`config.mk`:
```
export PLATFORM = sky130hd
export DESIGN_NAME = css_channel
export DESIGN_NICKNAME = d
export VERILOG_FILES = /design/src/pkg/css_pkg.sv /design/src/core/css_channel.sv
export VERILOG_INCLUDE_DIRS = /design/src /design/src/pkg
export SDC_FILE = /design/constraint.sdc
export NUM_CORES = 1
export LEC_CHECK = 0
export ABC_AREA = 1
export BUFFER_PORTS_ARGS = -buffer_cell sky130_fd_sc_hd__buf_4
export CORE_MARGIN = 2
export CORE_UTILIZATION = 49
export CTS_CLUSTER_DIAMETER = 30
export CTS_CLUSTER_SIZE = 40
export DETAILED_ROUTE_END_ITERATION = 16
export PLACE_DENSITY = 0.67
export SLEW_MARGIN = 20
export SYNTH_ARGS = -nofsm -noshare
export SYNTH_HDL_FRONTEND = slang
export SYNTH_SLANG_ARGS = --single-unit
```
`constraint.sdc`:
```
create_clock -name clk_sys -period 1.9 [get_ports clk_sys]
set_input_delay 0.475 -clock clk_sys [delete_from_list [all_inputs] [get_ports clk_sys]]
set_output_delay 0.475 -clock clk_sys [all_outputs]
set_load 0.01 [all_outputs]
```
`src/pkg/css_consts.svh`:
```
// Constants for the clock synchronous serial channel
`ifndef CSS_CONSTS_SVH
`define CSS_CONSTS_SVH
// ----------------------------------------
// Register offsets
// ----------------------------------------
`define CSS_OFF_TXBUF  4'h0
`define CSS_OFF_RXBUF  4'h1
`define CSS_OFF_BAUD   4'h2
`define CSS_OFF_MODE   4'h3
`define CSS_OFF_CTRL0  4'h4
`define CSS_OFF_CTRL1  4'h5
`define CSS_OFF_PRESC  4'h6
`define CSS_OFF_OPT    4'h7
// ----------------------------------------
// Field positions
// ----------------------------------------
`define CSS_MODE_SMD_LO   0
`define CSS_MODE_CLOCK_SOURCE_DIR    3
`define CSS_C0_SRC_LO     0
`define CSS_C0_HSKIND     2
`define CSS_C0_SREMPTY    3
`define CSS_C0_HSDIS      4
`define CSS_C0_DOD        5
`define CSS_C0_EDGE       6
`define CSS_C0_ORDER      7
`define CSS_C1_TXEN       0
`define CSS_C1_TXBE       1
`define CSS_C1_RXEN       2
`define CSS_C1_RXC        3
`define CSS_C1_IRQSEL     4
`define CSS_C1_CONT       5
`define CSS_C1_INV        6
`define CSS_RX_OVR        8
`define CSS_OPT_COD       0
// ----------------------------------------
// Reset values and codes
// ----------------------------------------
`define CSS_SYNC_MODE     3'h1
`define CSS_RST_C0        8'h08
`define CSS_RST_C1        8'h02
`define CSS_BITS          4'h8
`define CSS_OVR_BIT       4'h7
`endif

```
`src/pkg/css_pkg.sv`:
```
// Types for the clock synchronous serial channel
package css_pkg;
  typedef enum logic [1:0] {
    CSS_SRC_F1  = 2'h0,
    CSS_SRC_F8  = 2'h1,
    CSS_SRC_F2N = 2'h2
  } css_src_e;
  typedef enum logic [1:0] {
    CSS_IDLE  = 2'h0,
    CSS_FIRST = 2'h1,
    CSS_SHIFT = 2'h2
  } css_state_e;
endpackage : css_pkg

```
`src/core/css_channel.sv`:
```
// Clock synchronous serial channel with register port
`timescale 1ns/1ns
`default_nettype none
`include "css_consts.svh"
module css_channel
  import css_pkg::*;
(
  input  wire logic       clk_sys,
  input  wire logic       nrst,
  input  wire logic [3:0] reg_addr,
  input  wire logic [8:0] reg_wdata,
  input  wire logic       reg_wr,
  input  wire logic       reg_rd,
  output var  logic [8:0] reg_rdata,
  input  wire logic       serial_clock_pin_i,
  output var  logic       serial_clock_pin_o,
  output var  logic       serial_clock_pin_oe,
  input  wire logic       serial_in_pin,
  output var  logic       serial_out_pin_o,
  output var  logic       serial_out_pin_oe,
  input  wire logic       clear_to_send_in,
  output var  logic       request_to_send_out,
  output var  logic       tx_irq,
  output var  logic       rx_irq
);
  // ----------------------------------------
  // Registers
  // ----------------------------------------
  logic [7:0] tx_buffer_q, tx_buffer_d, rx_buffer_q, rx_buffer_d;
  logic [7:0] baud_divider_q, baud_divider_d, shift_q, shift_d, rsh_q, rsh_d;
  logic [3:0] mode_q, mode_d, prescale_factor_q, prescale_factor_d;
  logic [7:0] c0_q, c0_d, c1_q, c1_d;
  logic       overrun_flag_q, overrun_flag_d, clock_open_drain_q, clock_open_drain_d;
  logic [7:0] bcnt_q, bcnt_d;
  // Divide-by-2n reloads up to 29, so the prescale counter needs five bits
  logic [4:0] pcnt_q, pcnt_d;
  logic [3:0] bits_q, bits_d;
  logic [2:0] f8cnt_q, f8cnt_d;
  logic       sclk_q, sclk_d, tick_q, tick_d, ext_q, ext_d;
  logic       sout_q, sout_d, soe_q, soe_d, ckoe_q, ckoe_d, rts_q, rts_d;
  logic       txirq_q, txirq_d, rxirq_q, rxirq_d, rdv_q, rdv_d;
  logic [8:0] rdata_q, rdata_d;
  css_state_e st_q, st_d;

  // Helper: pick next bit of a word by order
  function automatic logic css_pick(input logic [7:0] w, input logic msb);
    css_pick = msb ? w[7] : w[0];
  endfunction : css_pick

  // Helper: shift a word by order, inserting a bit
  function automatic logic [7:0] css_shift(input logic [7:0] w, input logic msb,
                                           input logic b);
    css_shift = msb ? {w[6:0], b} : {b, w[7:1]};
  endfunction : css_shift

  wire logic sync_mode = (mode_q[2:0] == `CSS_SYNC_MODE);
  wire logic ext_clk   = mode_q[`CSS_MODE_CLOCK_SOURCE_DIR];
  wire logic edge_sel  = c0_q[`CSS_C0_EDGE];
  wire logic msb_first = c0_q[`CSS_C0_ORDER];
  wire logic invert    = c1_q[`CSS_C1_INV];
  wire logic hs_on     = ~c0_q[`CSS_C0_HSDIS];
  wire logic cts_ok    = ~(hs_on & ~c0_q[`CSS_C0_HSKIND]) | ~clear_to_send_in;

  // ----------------------------------------
  // Baud generation
  // ----------------------------------------
  logic src_en, f2n_en, edge_rise, edge_fall, drv_edge, smp_edge;
  always_comb begin
    f8cnt_d = f8cnt_q + 3'h1;
    pcnt_d  = pcnt_q;
    f2n_en  = 1'b1;
    if (prescale_factor_q != 4'h0) begin
      f2n_en = (pcnt_q == 5'h00);
      pcnt_d = f2n_en ? ({prescale_factor_q, 1'b0} - 5'h01) : pcnt_q - 5'h01;
    end
    case (css_src_e'(c0_q[1:0]))
      CSS_SRC_F1:  src_en = 1'b1;
      CSS_SRC_F8:  src_en = (f8cnt_q == 3'h7);
      CSS_SRC_F2N: src_en = f2n_en;
      default:     src_en = 1'b0;
    endcase
    bcnt_d = bcnt_q;
    tick_d = 1'b0;
    if (src_en) begin
      tick_d = (bcnt_q == 8'h00);
      bcnt_d = tick_d ? baud_divider_q : bcnt_q - 8'h01;
    end
    ext_d = serial_clock_pin_i;
    edge_rise = ext_clk ? (serial_clock_pin_i & ~ext_q) : (tick_q & ~sclk_q);
    edge_fall = ext_clk ? (~serial_clock_pin_i & ext_q) : (tick_q & sclk_q);
    drv_edge  = edge_sel ? edge_rise : edge_fall;
    smp_edge  = edge_sel ? edge_fall : edge_rise;
  end

  // ----------------------------------------
  // Transfer engine and register port
  // ----------------------------------------
  logic start, hit_rd;
  always_comb begin
    // Configuration holds unless software or the transfer engine changes it
    tx_buffer_d = tx_buffer_q;
    rx_buffer_d = rx_buffer_q;
    baud_divider_d = baud_divider_q;
    mode_d = mode_q;
    prescale_factor_d = prescale_factor_q;
    c0_d = c0_q;
    c1_d = c1_q;
    overrun_flag_d = overrun_flag_q;
    clock_open_drain_d = clock_open_drain_q;
    // Engine state holds between transfer clock edges
    shift_d = shift_q;
    rsh_d = rsh_q;
    bits_d = bits_q;
    st_d = st_q;
    sclk_d = sclk_q;
    sout_d = sout_q;
    // Event pulses and read answer last one cycle only
    txirq_d = 1'b0;
    rxirq_d = 1'b0;
    rdv_d = rdv_q;
    rdata_d = 9'h000;
    hit_rd = reg_rd & (reg_addr == `CSS_OFF_RXBUF);
    // Writes from software
    if (reg_wr) begin
      case (reg_addr)
        `CSS_OFF_TXBUF: begin
          tx_buffer_d = reg_wdata[7:0];
          c1_d[`CSS_C1_TXBE] = 1'b0;
        end
        `CSS_OFF_BAUD:  baud_divider_d = reg_wdata[7:0];
        `CSS_OFF_MODE:  mode_d = reg_wdata[3:0];
        `CSS_OFF_CTRL0: c0_d = {reg_wdata[7:4], c0_q[3], reg_wdata[2:0]};
        `CSS_OFF_CTRL1: c1_d = {reg_wdata[7:4], c1_q[3], reg_wdata[2], c1_q[1], reg_wdata[0]};
        `CSS_OFF_PRESC: prescale_factor_d = reg_wdata[3:0];
        `CSS_OFF_OPT:   clock_open_drain_d = reg_wdata[`CSS_OPT_COD];
        default: ;
      endcase
    end
    // Receive buffer read clears complete flag and overrun
    if (hit_rd) begin
      c1_d[`CSS_C1_RXC] = 1'b0;
      overrun_flag_d = 1'b0;
      rdv_d = 1'b0;
      if (c1_q[`CSS_C1_CONT]) c1_d[`CSS_C1_TXBE] = 1'b0;
    end
    start = sync_mode & c1_q[`CSS_C1_TXEN] & ~c1_q[`CSS_C1_TXBE] & cts_ok;
    case (st_q)
      CSS_IDLE: begin
        sclk_d = ~edge_sel;
        sout_d = 1'b1;
        if (start) begin
          shift_d = invert ? ~tx_buffer_q : tx_buffer_q;
          c1_d[`CSS_C1_TXBE] = 1'b1;
          c0_d[`CSS_C0_SREMPTY] = 1'b0;
          txirq_d = ~c1_q[`CSS_C1_IRQSEL];
          bits_d = 4'h0;
          st_d = CSS_FIRST;
        end
      end
      CSS_FIRST, CSS_SHIFT: begin
        if (!ext_clk && tick_q) sclk_d = ~sclk_q;
        if (drv_edge && bits_q != `CSS_BITS) begin
          sout_d = css_pick(shift_q, msb_first);
          shift_d = css_shift(shift_q, msb_first, 1'b1);
          st_d = CSS_SHIFT;
        end
        if (smp_edge && st_q == CSS_SHIFT) begin
          rsh_d = css_shift(rsh_q, msb_first, serial_in_pin ^ invert);
          bits_d = bits_q + 4'h1;
          if (bits_q == `CSS_OVR_BIT - 4'h1 && rdv_q && c1_q[`CSS_C1_RXEN] && !hit_rd)
            overrun_flag_d = 1'b1;
          if (bits_q == `CSS_BITS - 4'h1) begin
            st_d = CSS_IDLE;
            c0_d[`CSS_C0_SREMPTY] = 1'b1;
            txirq_d = c1_q[`CSS_C1_IRQSEL];
            sclk_d = ~edge_sel;
            if (c1_q[`CSS_C1_RXEN]) begin
              rx_buffer_d = css_shift(rsh_q, msb_first, serial_in_pin ^ invert);
              c1_d[`CSS_C1_RXC] = 1'b1;
              rdv_d = 1'b1;
              rxirq_d = ~(overrun_flag_d);
            end
          end
        end
      end
      default: st_d = CSS_IDLE;
    endcase
    // Read data one cycle later
    if (reg_rd) begin
      case (reg_addr)
        `CSS_OFF_TXBUF: rdata_d = {1'b0, tx_buffer_q};
        `CSS_OFF_RXBUF: rdata_d = {overrun_flag_q, rx_buffer_q};
        `CSS_OFF_BAUD:  rdata_d = {1'b0, baud_divider_q};
        `CSS_OFF_MODE:  rdata_d = {5'h00, mode_q};
        `CSS_OFF_CTRL0: rdata_d = {1'b0, c0_q};
        `CSS_OFF_CTRL1: rdata_d = {1'b0, c1_q};
        `CSS_OFF_PRESC: rdata_d = {5'h00, prescale_factor_q};
        `CSS_OFF_OPT:   rdata_d = {8'h00, clock_open_drain_q};
        default:        rdata_d = 9'h000;
      endcase
    end
    // Pin drive
    soe_d  = ~c0_q[`CSS_C0_DOD] | ~sout_d;
    ckoe_d = sync_mode & ~ext_clk & (~clock_open_drain_q | ~sclk_d);
    rts_d  = ~(hs_on & c0_q[`CSS_C0_HSKIND] & c1_q[`CSS_C1_RXEN] & ~c1_q[`CSS_C1_RXC]);
  end

  // Register update
  always_ff @(posedge clk_sys or negedge nrst) begin
    if (!nrst) begin
      // Configuration to its reset values
      tx_buffer_q <= 8'h00;
      rx_buffer_q <= 8'h00;
      baud_divider_q <= 8'h00;
      mode_q <= 4'h0;
      prescale_factor_q <= 4'h0;
      c0_q <= `CSS_RST_C0;
      c1_q <= `CSS_RST_C1;
      overrun_flag_q <= 1'b0;
      clock_open_drain_q <= 1'b0;
      // Engine and dividers idle
      shift_q <= 8'h00;
      rsh_q <= 8'h00;
      bits_q <= 4'h0;
      st_q <= CSS_IDLE;
      bcnt_q <= 8'h00;
      pcnt_q <= 5'h00;
      f8cnt_q <= 3'h0;
      sclk_q <= 1'b1;
      tick_q <= 1'b0;
      ext_q <= 1'b1;
      // Pins at their idle levels, no events
      sout_q <= 1'b1;
      soe_q <= 1'b1;
      ckoe_q <= 1'b0;
      rts_q <= 1'b1;
      txirq_q <= 1'b0;
      rxirq_q <= 1'b0;
      rdv_q <= 1'b0;
      rdata_q <= 9'h000;
    end else begin
      // Configuration
      tx_buffer_q <= tx_buffer_d;
      rx_buffer_q <= rx_buffer_d;
      baud_divider_q <= baud_divider_d;
      mode_q <= mode_d;
      prescale_factor_q <= prescale_factor_d;
      c0_q <= c0_d;
      c1_q <= c1_d;
      overrun_flag_q <= overrun_flag_d;
      clock_open_drain_q <= clock_open_drain_d;
      // Engine and dividers
      shift_q <= shift_d;
      rsh_q <= rsh_d;
      bits_q <= bits_d;
      st_q <= st_d;
      bcnt_q <= bcnt_d;
      pcnt_q <= pcnt_d;
      f8cnt_q <= f8cnt_d;
      sclk_q <= sclk_d;
      tick_q <= tick_d;
      ext_q <= ext_d;
      // Pins, events and read answer
      sout_q <= sout_d;
      soe_q <= soe_d;
      ckoe_q <= ckoe_d;
      rts_q <= rts_d;
      txirq_q <= txirq_d;
      rxirq_q <= rxirq_d;
      rdv_q <= rdv_d;
      rdata_q <= rdata_d;
    end
  end

  // Outputs straight from flip-flops
  assign reg_rdata           = rdata_q;
  assign serial_clock_pin_o  = sclk_q;
  assign serial_clock_pin_oe = ckoe_q;
  assign serial_out_pin_o    = sout_q;
  assign serial_out_pin_oe   = soe_q;
  assign request_to_send_out = rts_q;
  assign tx_irq              = txirq_q;
  assign rx_irq              = rxirq_q;
endmodule : css_channel
`default_nettype wire

```
# Word level (Yosys, flattened, before mapping)
# Cells that the tools add are included.
[totals]
output_inout_bits = 16
ff_bits = 107
elab_cells = 184
input_bits = 20
ram_bits = 0
latch_bits = 0
n_memories = 0
romBits = 0
[classes]
reduce_logical = 27
n_eq_ne = 19
n_bitwise = 37
n_lt_le_gt_ge = 0
mux = 67
mul = 0
shifts = 0
addsub = 5
div_mod_pow = 0
[op_table]
columns = ["op", "n"]
rows = [
  ["$pmux W9 S8", 1],
  ["$mux W8", 6],
  ["$mux W1", 43],
  ["$eq A4 B3 Y1 const B", 6],
  ["$not A1 Y1", 18],
  ["$pmux W8 S2", 1],
  ["$reduce_and A2 Y1", 8],
  ["$and A1 B1 Y1", 14],
  ["$mux W2", 5],
  ["$sub A5 B1 Y5 const B", 2],
  ["$mux W9", 1],
  ["$eq A4 B2 Y1 const B", 2],
  ["$logic_not A8 Y1", 1],
  ["$mux W4", 2],
  ["$not A8 Y8", 1],
  ["$pmux W1 S2", 4],
  ["$pmux W4 S2", 1],
  ["$sub A8 B1 Y8 const B", 1],
  ["$logic_and A1 B1 Y1", 6],
  ["$ne A2 B2 Y1 const B", 3],
  ["$reduce_and A3 Y1", 2],
  ["$logic_not A5 Y1", 1],
  ["$mux W5", 1],
  ["$add A4 B1 Y4 const B", 1],
  ["other kinds (18)", 24],
]

# Longest topological paths before layout
# Gate-level depths: netlist (run 1).
[depth]
depth_word = 12
mapped_depth = 11
mapped_depth_nobuf = 11

# Worst setup path before layout (run 1)
# OpenSTA, ideal clock, no wires.
[synth_timing]
path_type = "reg2reg"
start = "reg st_q[1]"
end = "reg shift_q[0]"
setup_time_ns = 0.127
period_less_slack_ns = 1.669
t_arrival_ns = 1.543
stages_incl_launch_ff = 9
required_ns = 1.773
path_buffers = 1
setup_slack_ns = 0.231
path_cell_list = "dfrtp_1 inv_1 ha_1 clkinv_1 o21ai_2 nand2_4 buf_6 nand2_1 o21ai_1"
[synth_between]
elab_chain_cells = 4
elab_cells_between_ends = 9
cone_classes = "eq/ne: 4; mux: 1; reduce/logical: 4"
[synth_lines]
columns = ["element", "line", "text"]
rows = [
  ["start: declaration", "css_channel.sv:43", "css_state_e st_q, st_d;"],
  ["start signal: assignment", "css_channel.sv:256", "st_q <= st_d;"],
  ["$eq A2 B2 Y1 or $eq A2 B1 Y1 (tied branches)", "css_channel.sv:147", "case (st_q)"],
  ["$reduce_or A2 Y1", "css_channel.sv:147", ""],
  ["$ne A2 B2 Y1 (no line) or $reduce_bool A2 Y1 (tied branches)", "-", ""],
  ["$reduce_and A3 Y1 (no line)", "-", ""],
  ["end signal: assignment", "css_channel.sv:253", "shift_q <= shift_d;"],
  ["end: declaration", "css_channel.sv:30", "logic [7:0] baud_divider_q, baud_divider_d, shift_q, shift_d, rsh_q, rsh_d;"],
]
# Parallel ways exist; a longest one is shown, timed or not.
# A chain may end at the register's enable or synchronous reset.

# Worst setup path after layout (run 1)
[layout_timing]
start = "reg pcnt_q[0]"
end = "reg bcnt_q[5]"
[layout_between]
elab_chain_cells = 3
[layout_lines]
columns = ["element", "line", "text"]
rows = [
  ["start: declaration", "css_channel.sv:36", "logic [4:0] pcnt_q, pcnt_d;"],
  ["start signal: assignment", "css_channel.sv:258", "pcnt_q <= pcnt_d;"],
  ["$logic_not A5 Y1", "css_channel.sv:73", "f2n_en = (pcnt_q == 5'h00);"],
  ["$mux W1", "css_channel.sv:72", "if (prescale_factor_q != 4'h0) begin"],
  ["$pmux W1 S3", "css_channel.sv:76", "case (css_src_e'(c0_q[1:0]))"],
  ["end signal: assignment", "css_channel.sv:257", "bcnt_q <= bcnt_d;"],
  ["end: declaration", "css_channel.sv:34", "logic [7:0] bcnt_q, bcnt_d;"],
]
# No other way between the ends.

==> results of run 1 <==
## area by class of cell
class | instances | area, um^2
fillers | 1032 | 4691
flip-flops and latches | 107 | 2686
multi-input cells | 444 | 2326
repair buffers | 55 | 425.4
inverters | 90 | 337.8
well taps | 140 | 175.2
clock buffers | 9 | 123.9
clock inverters | 7 | 75.07
## routing by layer
| layer | GRT usage | up-vias |
|---|---|---|
| met5 | 0 | - |
| met4 | 0.05787 | 0 |
| met3 | 0.03912 | 10 |
| met2 | 0.3567 | 81 |
| met1 | 0.3314 | 2152 |
| li1 | - | 2238 |
## through the flow
stage,util,cells
4_1_cts,0.5652,850
2_1_floorplan,-,656
6_report,0.5673,852
5_1_grt,0.5673,852
3_3_place_gp,0.5469,834
3_5_place_dp,0.5469,834
## state kept, by name (all words and copies together), names as in the netlist, 5 cells and up
signal	count
rx_buffer_q	8
rsh_q	8
bcnt_q	8
tx_buffer_q	8
reg_rdata	9
baud_divider_q	8
pcnt_q	5
shift_q	8
c1_q	8
c0_q	8
## what timing repair did
action                     CTS  global route
hold buffers                 0             0
gates resized for setup      0             1
buffers inserted             0             2
setup endpoints to repair    0             4
## synthesized netlist by cell type, drive strengths merged
cell type | n | area [um^2]
a211oi | 3 | 22.52
a21boi | 1 | 7.510
a21oi | 37 | 203.9
a22oi | 1 | 7.510
a31oi | 4 | 25.02
a32o | 1 | 10.01
a41oi | 2 | 17.52
buf | 9 | 75.06
clkbuf | 6 | 22.52
clkinv | 1 | 3.750
dfrtp | 100 | 2502
dfstp | 7 | 183.9
ha | 13 | 162.7
inv | 89 | 334.1
mux2i | 1 | 10.01
nand2 | 167 | 634.4
nand3 | 34 | 230.2
nand4 | 2 | 12.51
nor2 | 40 | 160.2
nor3 | 5 | 30.03
o211ai | 2 | 15.01
o21ai | 103 | 553.0
o221ai | 1 | 8.760
o22ai | 8 | 50.05
o31ai | 3 | 22.52
or2 | 2 | 12.52
xnor2 | 6 | 52.55
xor2 | 8 | 70.07
## critical path, delay by kind of cell, from the launching register on
kind                       cells  cell delay, ns
buffers and inverters          2            0.29
and+or+nand+nor                2            0.23
AOI/OAI and AO/OA              3            0.53
adders and majority gates      1            0.20
DFF                            1            0.39
## cells by family (layout without fill, tap and decap cells)
kind of cell / Yosys count / count (layout) / synth area share
multiplexers: 1 / 1 / 0.001840
flip-flops: 107 / 107 / 0.4938
buffers and inverters: 105 / 161 / 0.08003
adder cells (fa/ha/maj): 13 / 13 / 0.02990
AO/OA/AOI/OAI: 166 / 166 / 0.1734
AND/OR/NAND/NOR: 250 / 250 / 0.1985
XOR/XNOR: 14 / 14 / 0.02254
## where the power goes
part           leakage (nW)  total [mW]  switching, mW  internal (mW)
Clock                 0.104        1.43          0.808          0.619
Sequential             1.34        3.33          0.460           2.87
Combinational          1.66        2.65           1.62           1.03
Total                  3.10        7.41           2.89           4.52
## path summary, 6_finish.rpt
check,endpoint,cells past startpoint
max reg2reg,bcnt_q[5],8
min in group clk_sys,ext_q,1
min reg2reg,f8cnt_q[0],1
max in group asynchronous,shift_q[3],2
max,bcnt_q[5],8
min,reg_rdata[5],1
==> flow_summary.ini, run 1 <==
[worst_setup_path]
critPathLaunchType = register
r2r_start = pcnt_q[0]
critical_path_required_ns = 2.17
worst_path_largest_cell_delay_ns = 0.39
worstSetupPathType = reg -> reg
cp_data_arrival_time_ns = 2.03
worst-path-max-fanout = 9
worstSetupEndpointType = register
timing.critical_path.cells = inv_1 -> ha_1 -> nand3_1 -> nand2_1 -> o21ai_4 -> inv_1 -> a21oi_1 -> a21oi_1
worst-r2r-setup-slack_ns = 0.13
crit_slowest_cell = sky130_fd_sc_hd__dfrtp_1
startpoint = pcnt_q[0]

[synthesis]
post_synth_instance_area_um2 = 5440
yosysWarnings = 0
synth.ff_latch_count = 107
cells_after_synthesis = 656
synth_sequential_area_ratio = 0.4938
syn_nets = 689
syn_avg_cell_area_um2 = 8.293
synth_cell_types = 42

[grt]
gr_ovfl_total = 0
grt_pass1_vias = 4305
gr-usage-all-layers = 0.2281
grt_antenna_before_repair = 0
pin_count_of_the_biggest_net_entering_global_routing = 44
wire_length_of_the_first_global_routing_pass_um = 20850

[cts]
clk_pin_slew_worst_paths_ns = 0.10
clock_tree.root_cell = sky130_fd_sc_hd__clkbuf_8
clock_path_buffers = 2
cts_made_buffers = 9
tritoncts = yes
clock_tree.htree_level_count = 3
clkLatencyLatePin_ns = 0.38
clock_sink_count = 107

[finish]
flow.area_growth_from_synthesis_pct = 13.04
num-nets-final = 740
most_used_cells_in_the_layout_excluding_fill_and_tap_cells = sky130_fd_sc_hd__nand2_1, sky130_fd_sc_hd__dfrtp_1, sky130_fd_sc_hd__inv_1, sky130_fd_sc_hd__o21ai_0, sky130_fd_sc_hd__buf_4
drive_gt1_frac = 0.1517
final_standard_cell_area_without_fillers_um2 = 6150
antenna_cells = 0
most_common_library_cell_in_the_layout_ignoring_fill_and_taps = sky130_fd_sc_hd__nand2_1

[timing]
post-route-period-util = 0.9300
worst_slack_ns = 0.1331
timing.max_slew.rel_slack = 0.6111
finalWorstPathRequiredPeriod_ns = 1.767
tns_ns = 0
grt_setup_unrepaired = no
hold_ws_ns = 0.09284
final_max_slew_viol_count = 0
clock-skew-final_ns = 0.008901
final-hold-violation-count = 0
tightest_slew_ns = 0.5833
upper_clock_frequency_limit_mhz = 566.0
setup-violations-final = 0

[run]
cap_viol_max_count = 0

[drt]
drc_errors = 0
routed_via_density = 5.259
met3RoutedLength_um = 530
wirelength_met1_um = 6053
route.top_layer_used = met4
dr_total_vias = 4481
ant_nets = 0
drt_iter0_markers = 319
detail_route.wirelength_um = 12520
detail_route.first_pass.iterations = 5
met2_wirelength_um = 5829
wire_per_inst_um = 14.69

[die]
design.die.area_um2 = 11960
floorplan.core_area_um2 = 10840
fp.dieW_um = 109.4
boundaryPins = 36
start_util = 0.5018
die_height_um = 109.4
standard_cell_row_count = 38

[pwr]
total_leakage_power_nw = 3.104
ir_worst_vdd_mv = 0.6899
power.density_cell_area_nw_per_um2 = 1204
power.total_mw = 7.407

[hold_path]
worstHoldPathType = in -> async

[placement]
dp_slack_ns = 0.1357
io_buffer_count = 34
cell_area_reported_after_detailed_placement_um2 = 5928
detailedPlacementHpwl_um = 9497
gp_routability_congestion = 0.8797

[status]
result_of_the_run = complete, no violations
Power figures use the tool's default switching activity.
==> run 2, diff against run 1 <==
==> constraint.sdc (replaced) <==
create_clock -name clk_sys -period 2.1 [get_ports clk_sys]
set_input_delay 0.525 -clock clk_sys [delete_from_list [all_inputs] [get_ports clk_sys]]
set_output_delay 0.525 -clock clk_sys [all_outputs]
set_load 0.01 [all_outputs]
==> flow_summary.ini, run 2 (same netlist as run 1, synthesis figures left out) <==
[status]
result_of_the_run = complete, no violations

[timing]
grt_setup_unrepaired = no
finalWorstPathRequiredPeriod_ns = 1.861
timing.max_slew.rel_slack = 0.6063
final_max_slew_viol_count = 0
clock-skew-final_ns = 0.01080
worst_slack_ns = 0.2394
hold_ws_ns = 0.1435
tightest_slew_ns = 0.5906
setup-violations-final = 0
final-hold-violation-count = 0
upper_clock_frequency_limit_mhz = 537.4
post-route-period-util = 0.8860
tns_ns = 0

[grt]
gr_ovfl_total = 0
pin_count_of_the_biggest_net_entering_global_routing = 43
grt_antenna_before_repair = 0
wire_length_of_the_first_global_routing_pass_um = 20550
grt_pass1_vias = 4192
gr-usage-all-layers = 0.2246

[placement]
cell_area_reported_after_detailed_placement_um2 = 5853
detailedPlacementHpwl_um = 9350
dp_slack_ns = 0.2112
io_buffer_count = 34
gp_routability_congestion = 0.8596
place_inst = 824

[finish]
num-fill-cells = 996
flow.area_growth_from_synthesis_pct = 10.56
sequential_cell_area_um2 = 2686
final_standard_cell_area_without_fillers_um2 = 6015
largest_reg_flops = 9
drive_gt1_frac = 0.1329
most_used_cells_in_the_layout_excluding_fill_and_tap_cells = sky130_fd_sc_hd__nand2_1, sky130_fd_sc_hd__dfrtp_1, sky130_fd_sc_hd__inv_1, sky130_fd_sc_hd__o21ai_0, sky130_fd_sc_hd__buf_4
num-nets-final = 728
most_common_library_cell_in_the_layout_ignoring_fill_and_taps = sky130_fd_sc_hd__nand2_1
antenna_cells = 0
final_cell_count_no_fill = 840
multi_input_area_um2 = 2318

[cts]
clkLatencyLatePin_ns = 0.37
clock_path_buffers = 2
ctsResizeCount = 0
post-cts-setup-buffers = 0
ctsHoldBuffers = 0
clock_tree.htree_level_count = 3
clock_sink_count = 107
clk_pin_slew_worst_paths_ns = 0.09
tritoncts = yes
clock_tree.root_cell = sky130_fd_sc_hd__clkbuf_8
cts_made_buffers = 9

[hold_path]
worstHoldPathType = in -> async

[pwr]
total_leakage_power_nw = 3.022
ir_worst_vdd_mv = 0.5338
power.density_cell_area_nw_per_um2 = 1077

[drt]
dr_total_vias = 4423
detail_route.first_pass.iterations = 5
detail_route.wirelength_um = 12490
drt_iter0_markers = 312
drc_errors = 0
ant_nets = 0
routed_via_density = 5.265
wire_per_inst_um = 14.87

[die]
design.die.area_um2 = 11960
floorplan.core_area_um2 = 10840
boundaryPins = 36
start_util = 0.5018
fp.dieW_um = 109.4
die_height_um = 109.4
standard_cell_row_count = 38

[worst_setup_path]
critical_path_required_ns = 2.36
startpoint = st_q[1]
worstSetupEndpointType = register
critPathLaunchType = register
worst-path-max-fanout = 19
cp_data_arrival_time_ns = 2.12
r2r_start = st_q[1]
worstSetupPathType = reg -> reg

[run]
cap_viol_max_count = 0
run 2: cell types whose count changed in the layout (fill, tap and decap cells not counted):
cell                         change
sky130_fd_sc_hd__o21ai_2         +1
sky130_fd_sc_hd__bufinv_16       -1
sky130_fd_sc_hd__clkinv_4        -2
sky130_fd_sc_hd__clkinvlp_4      +1
sky130_fd_sc_hd__clkbuf_1        +3
sky130_fd_sc_hd__buf_4          -12
sky130_fd_sc_hd__o21ai_4         -1
sky130_fd_sc_hd__inv_6           -1
run 2: layout make-up:
| class | count | area share |
|---|---|---|
| timing repair buffer | 43 | 0.05575 |
| multi-input combinational | 444 | 0.3855 |
| clock buffer | 12 | 0.02247 |
| tap | 140 | 0.02912 |
| clock inverter | 4 | 0.004369 |
| sequential | 107 | 0.4466 |
| inverter | 90 | 0.05617 |
run 2: stage by stage:
| stage | total power, mW | util |
|---|---|---|
| 4_1_cts | 6.514 | 0.5548 |
| 5_1_grt | 7.013 | 0.5548 |
| 3_5_place_dp | 5.395 | 0.5399 |
| 2_1_floorplan | 4.720 | - |
| 6_report | 6.477 | 0.5548 |
| 3_3_place_gp | 5.303 | 0.5399 |
run 2: power by group:
part	switching (mW)	internal, mW	total, mW
clock network	0.692	0.434	1.13
logic	1.44	0.895	2.34
registers	0.412	2.60	3.01
run 2: per-layer routing:
metal  up-vias  share of wire  GRT usage
met2        82           0.47     0.3514
met1      2109           0.48     0.3229
met3        20          0.032    0.03260
met5         -              0          0
li1       2212              -          -
met4         0          0.019    0.07324
run 2: critical path, stage by stage, from the launching register on:
cell,delay [ns]
sky130_fd_sc_hd__dfrtp_1,0.42
sky130_fd_sc_hd__inv_1,0.06
sky130_fd_sc_hd__ha_1,0.29
sky130_fd_sc_hd__clkinv_1,0.10
sky130_fd_sc_hd__buf_4,0.19
sky130_fd_sc_hd__nor2_4,0.15
sky130_fd_sc_hd__nand3_4,0.25
sky130_fd_sc_hd__nor2_1,0.23
sky130_fd_sc_hd__a21oi_2,0.04
run 2: worst paths after layout:
kind                                      to  slack [ns]  cells after the start
max in group asynchronous  serial_out_pin_oe        1.26                      2
min in group clk_sys                   ext_q        0.28                      1
max reg2reg                   rx_buffer_q[4]        0.24                      8
max                           rx_buffer_q[4]        0.24                      8
min                                 rsh_q[4]        0.14                      1
min reg2reg                       f8cnt_q[0]        0.43                      1
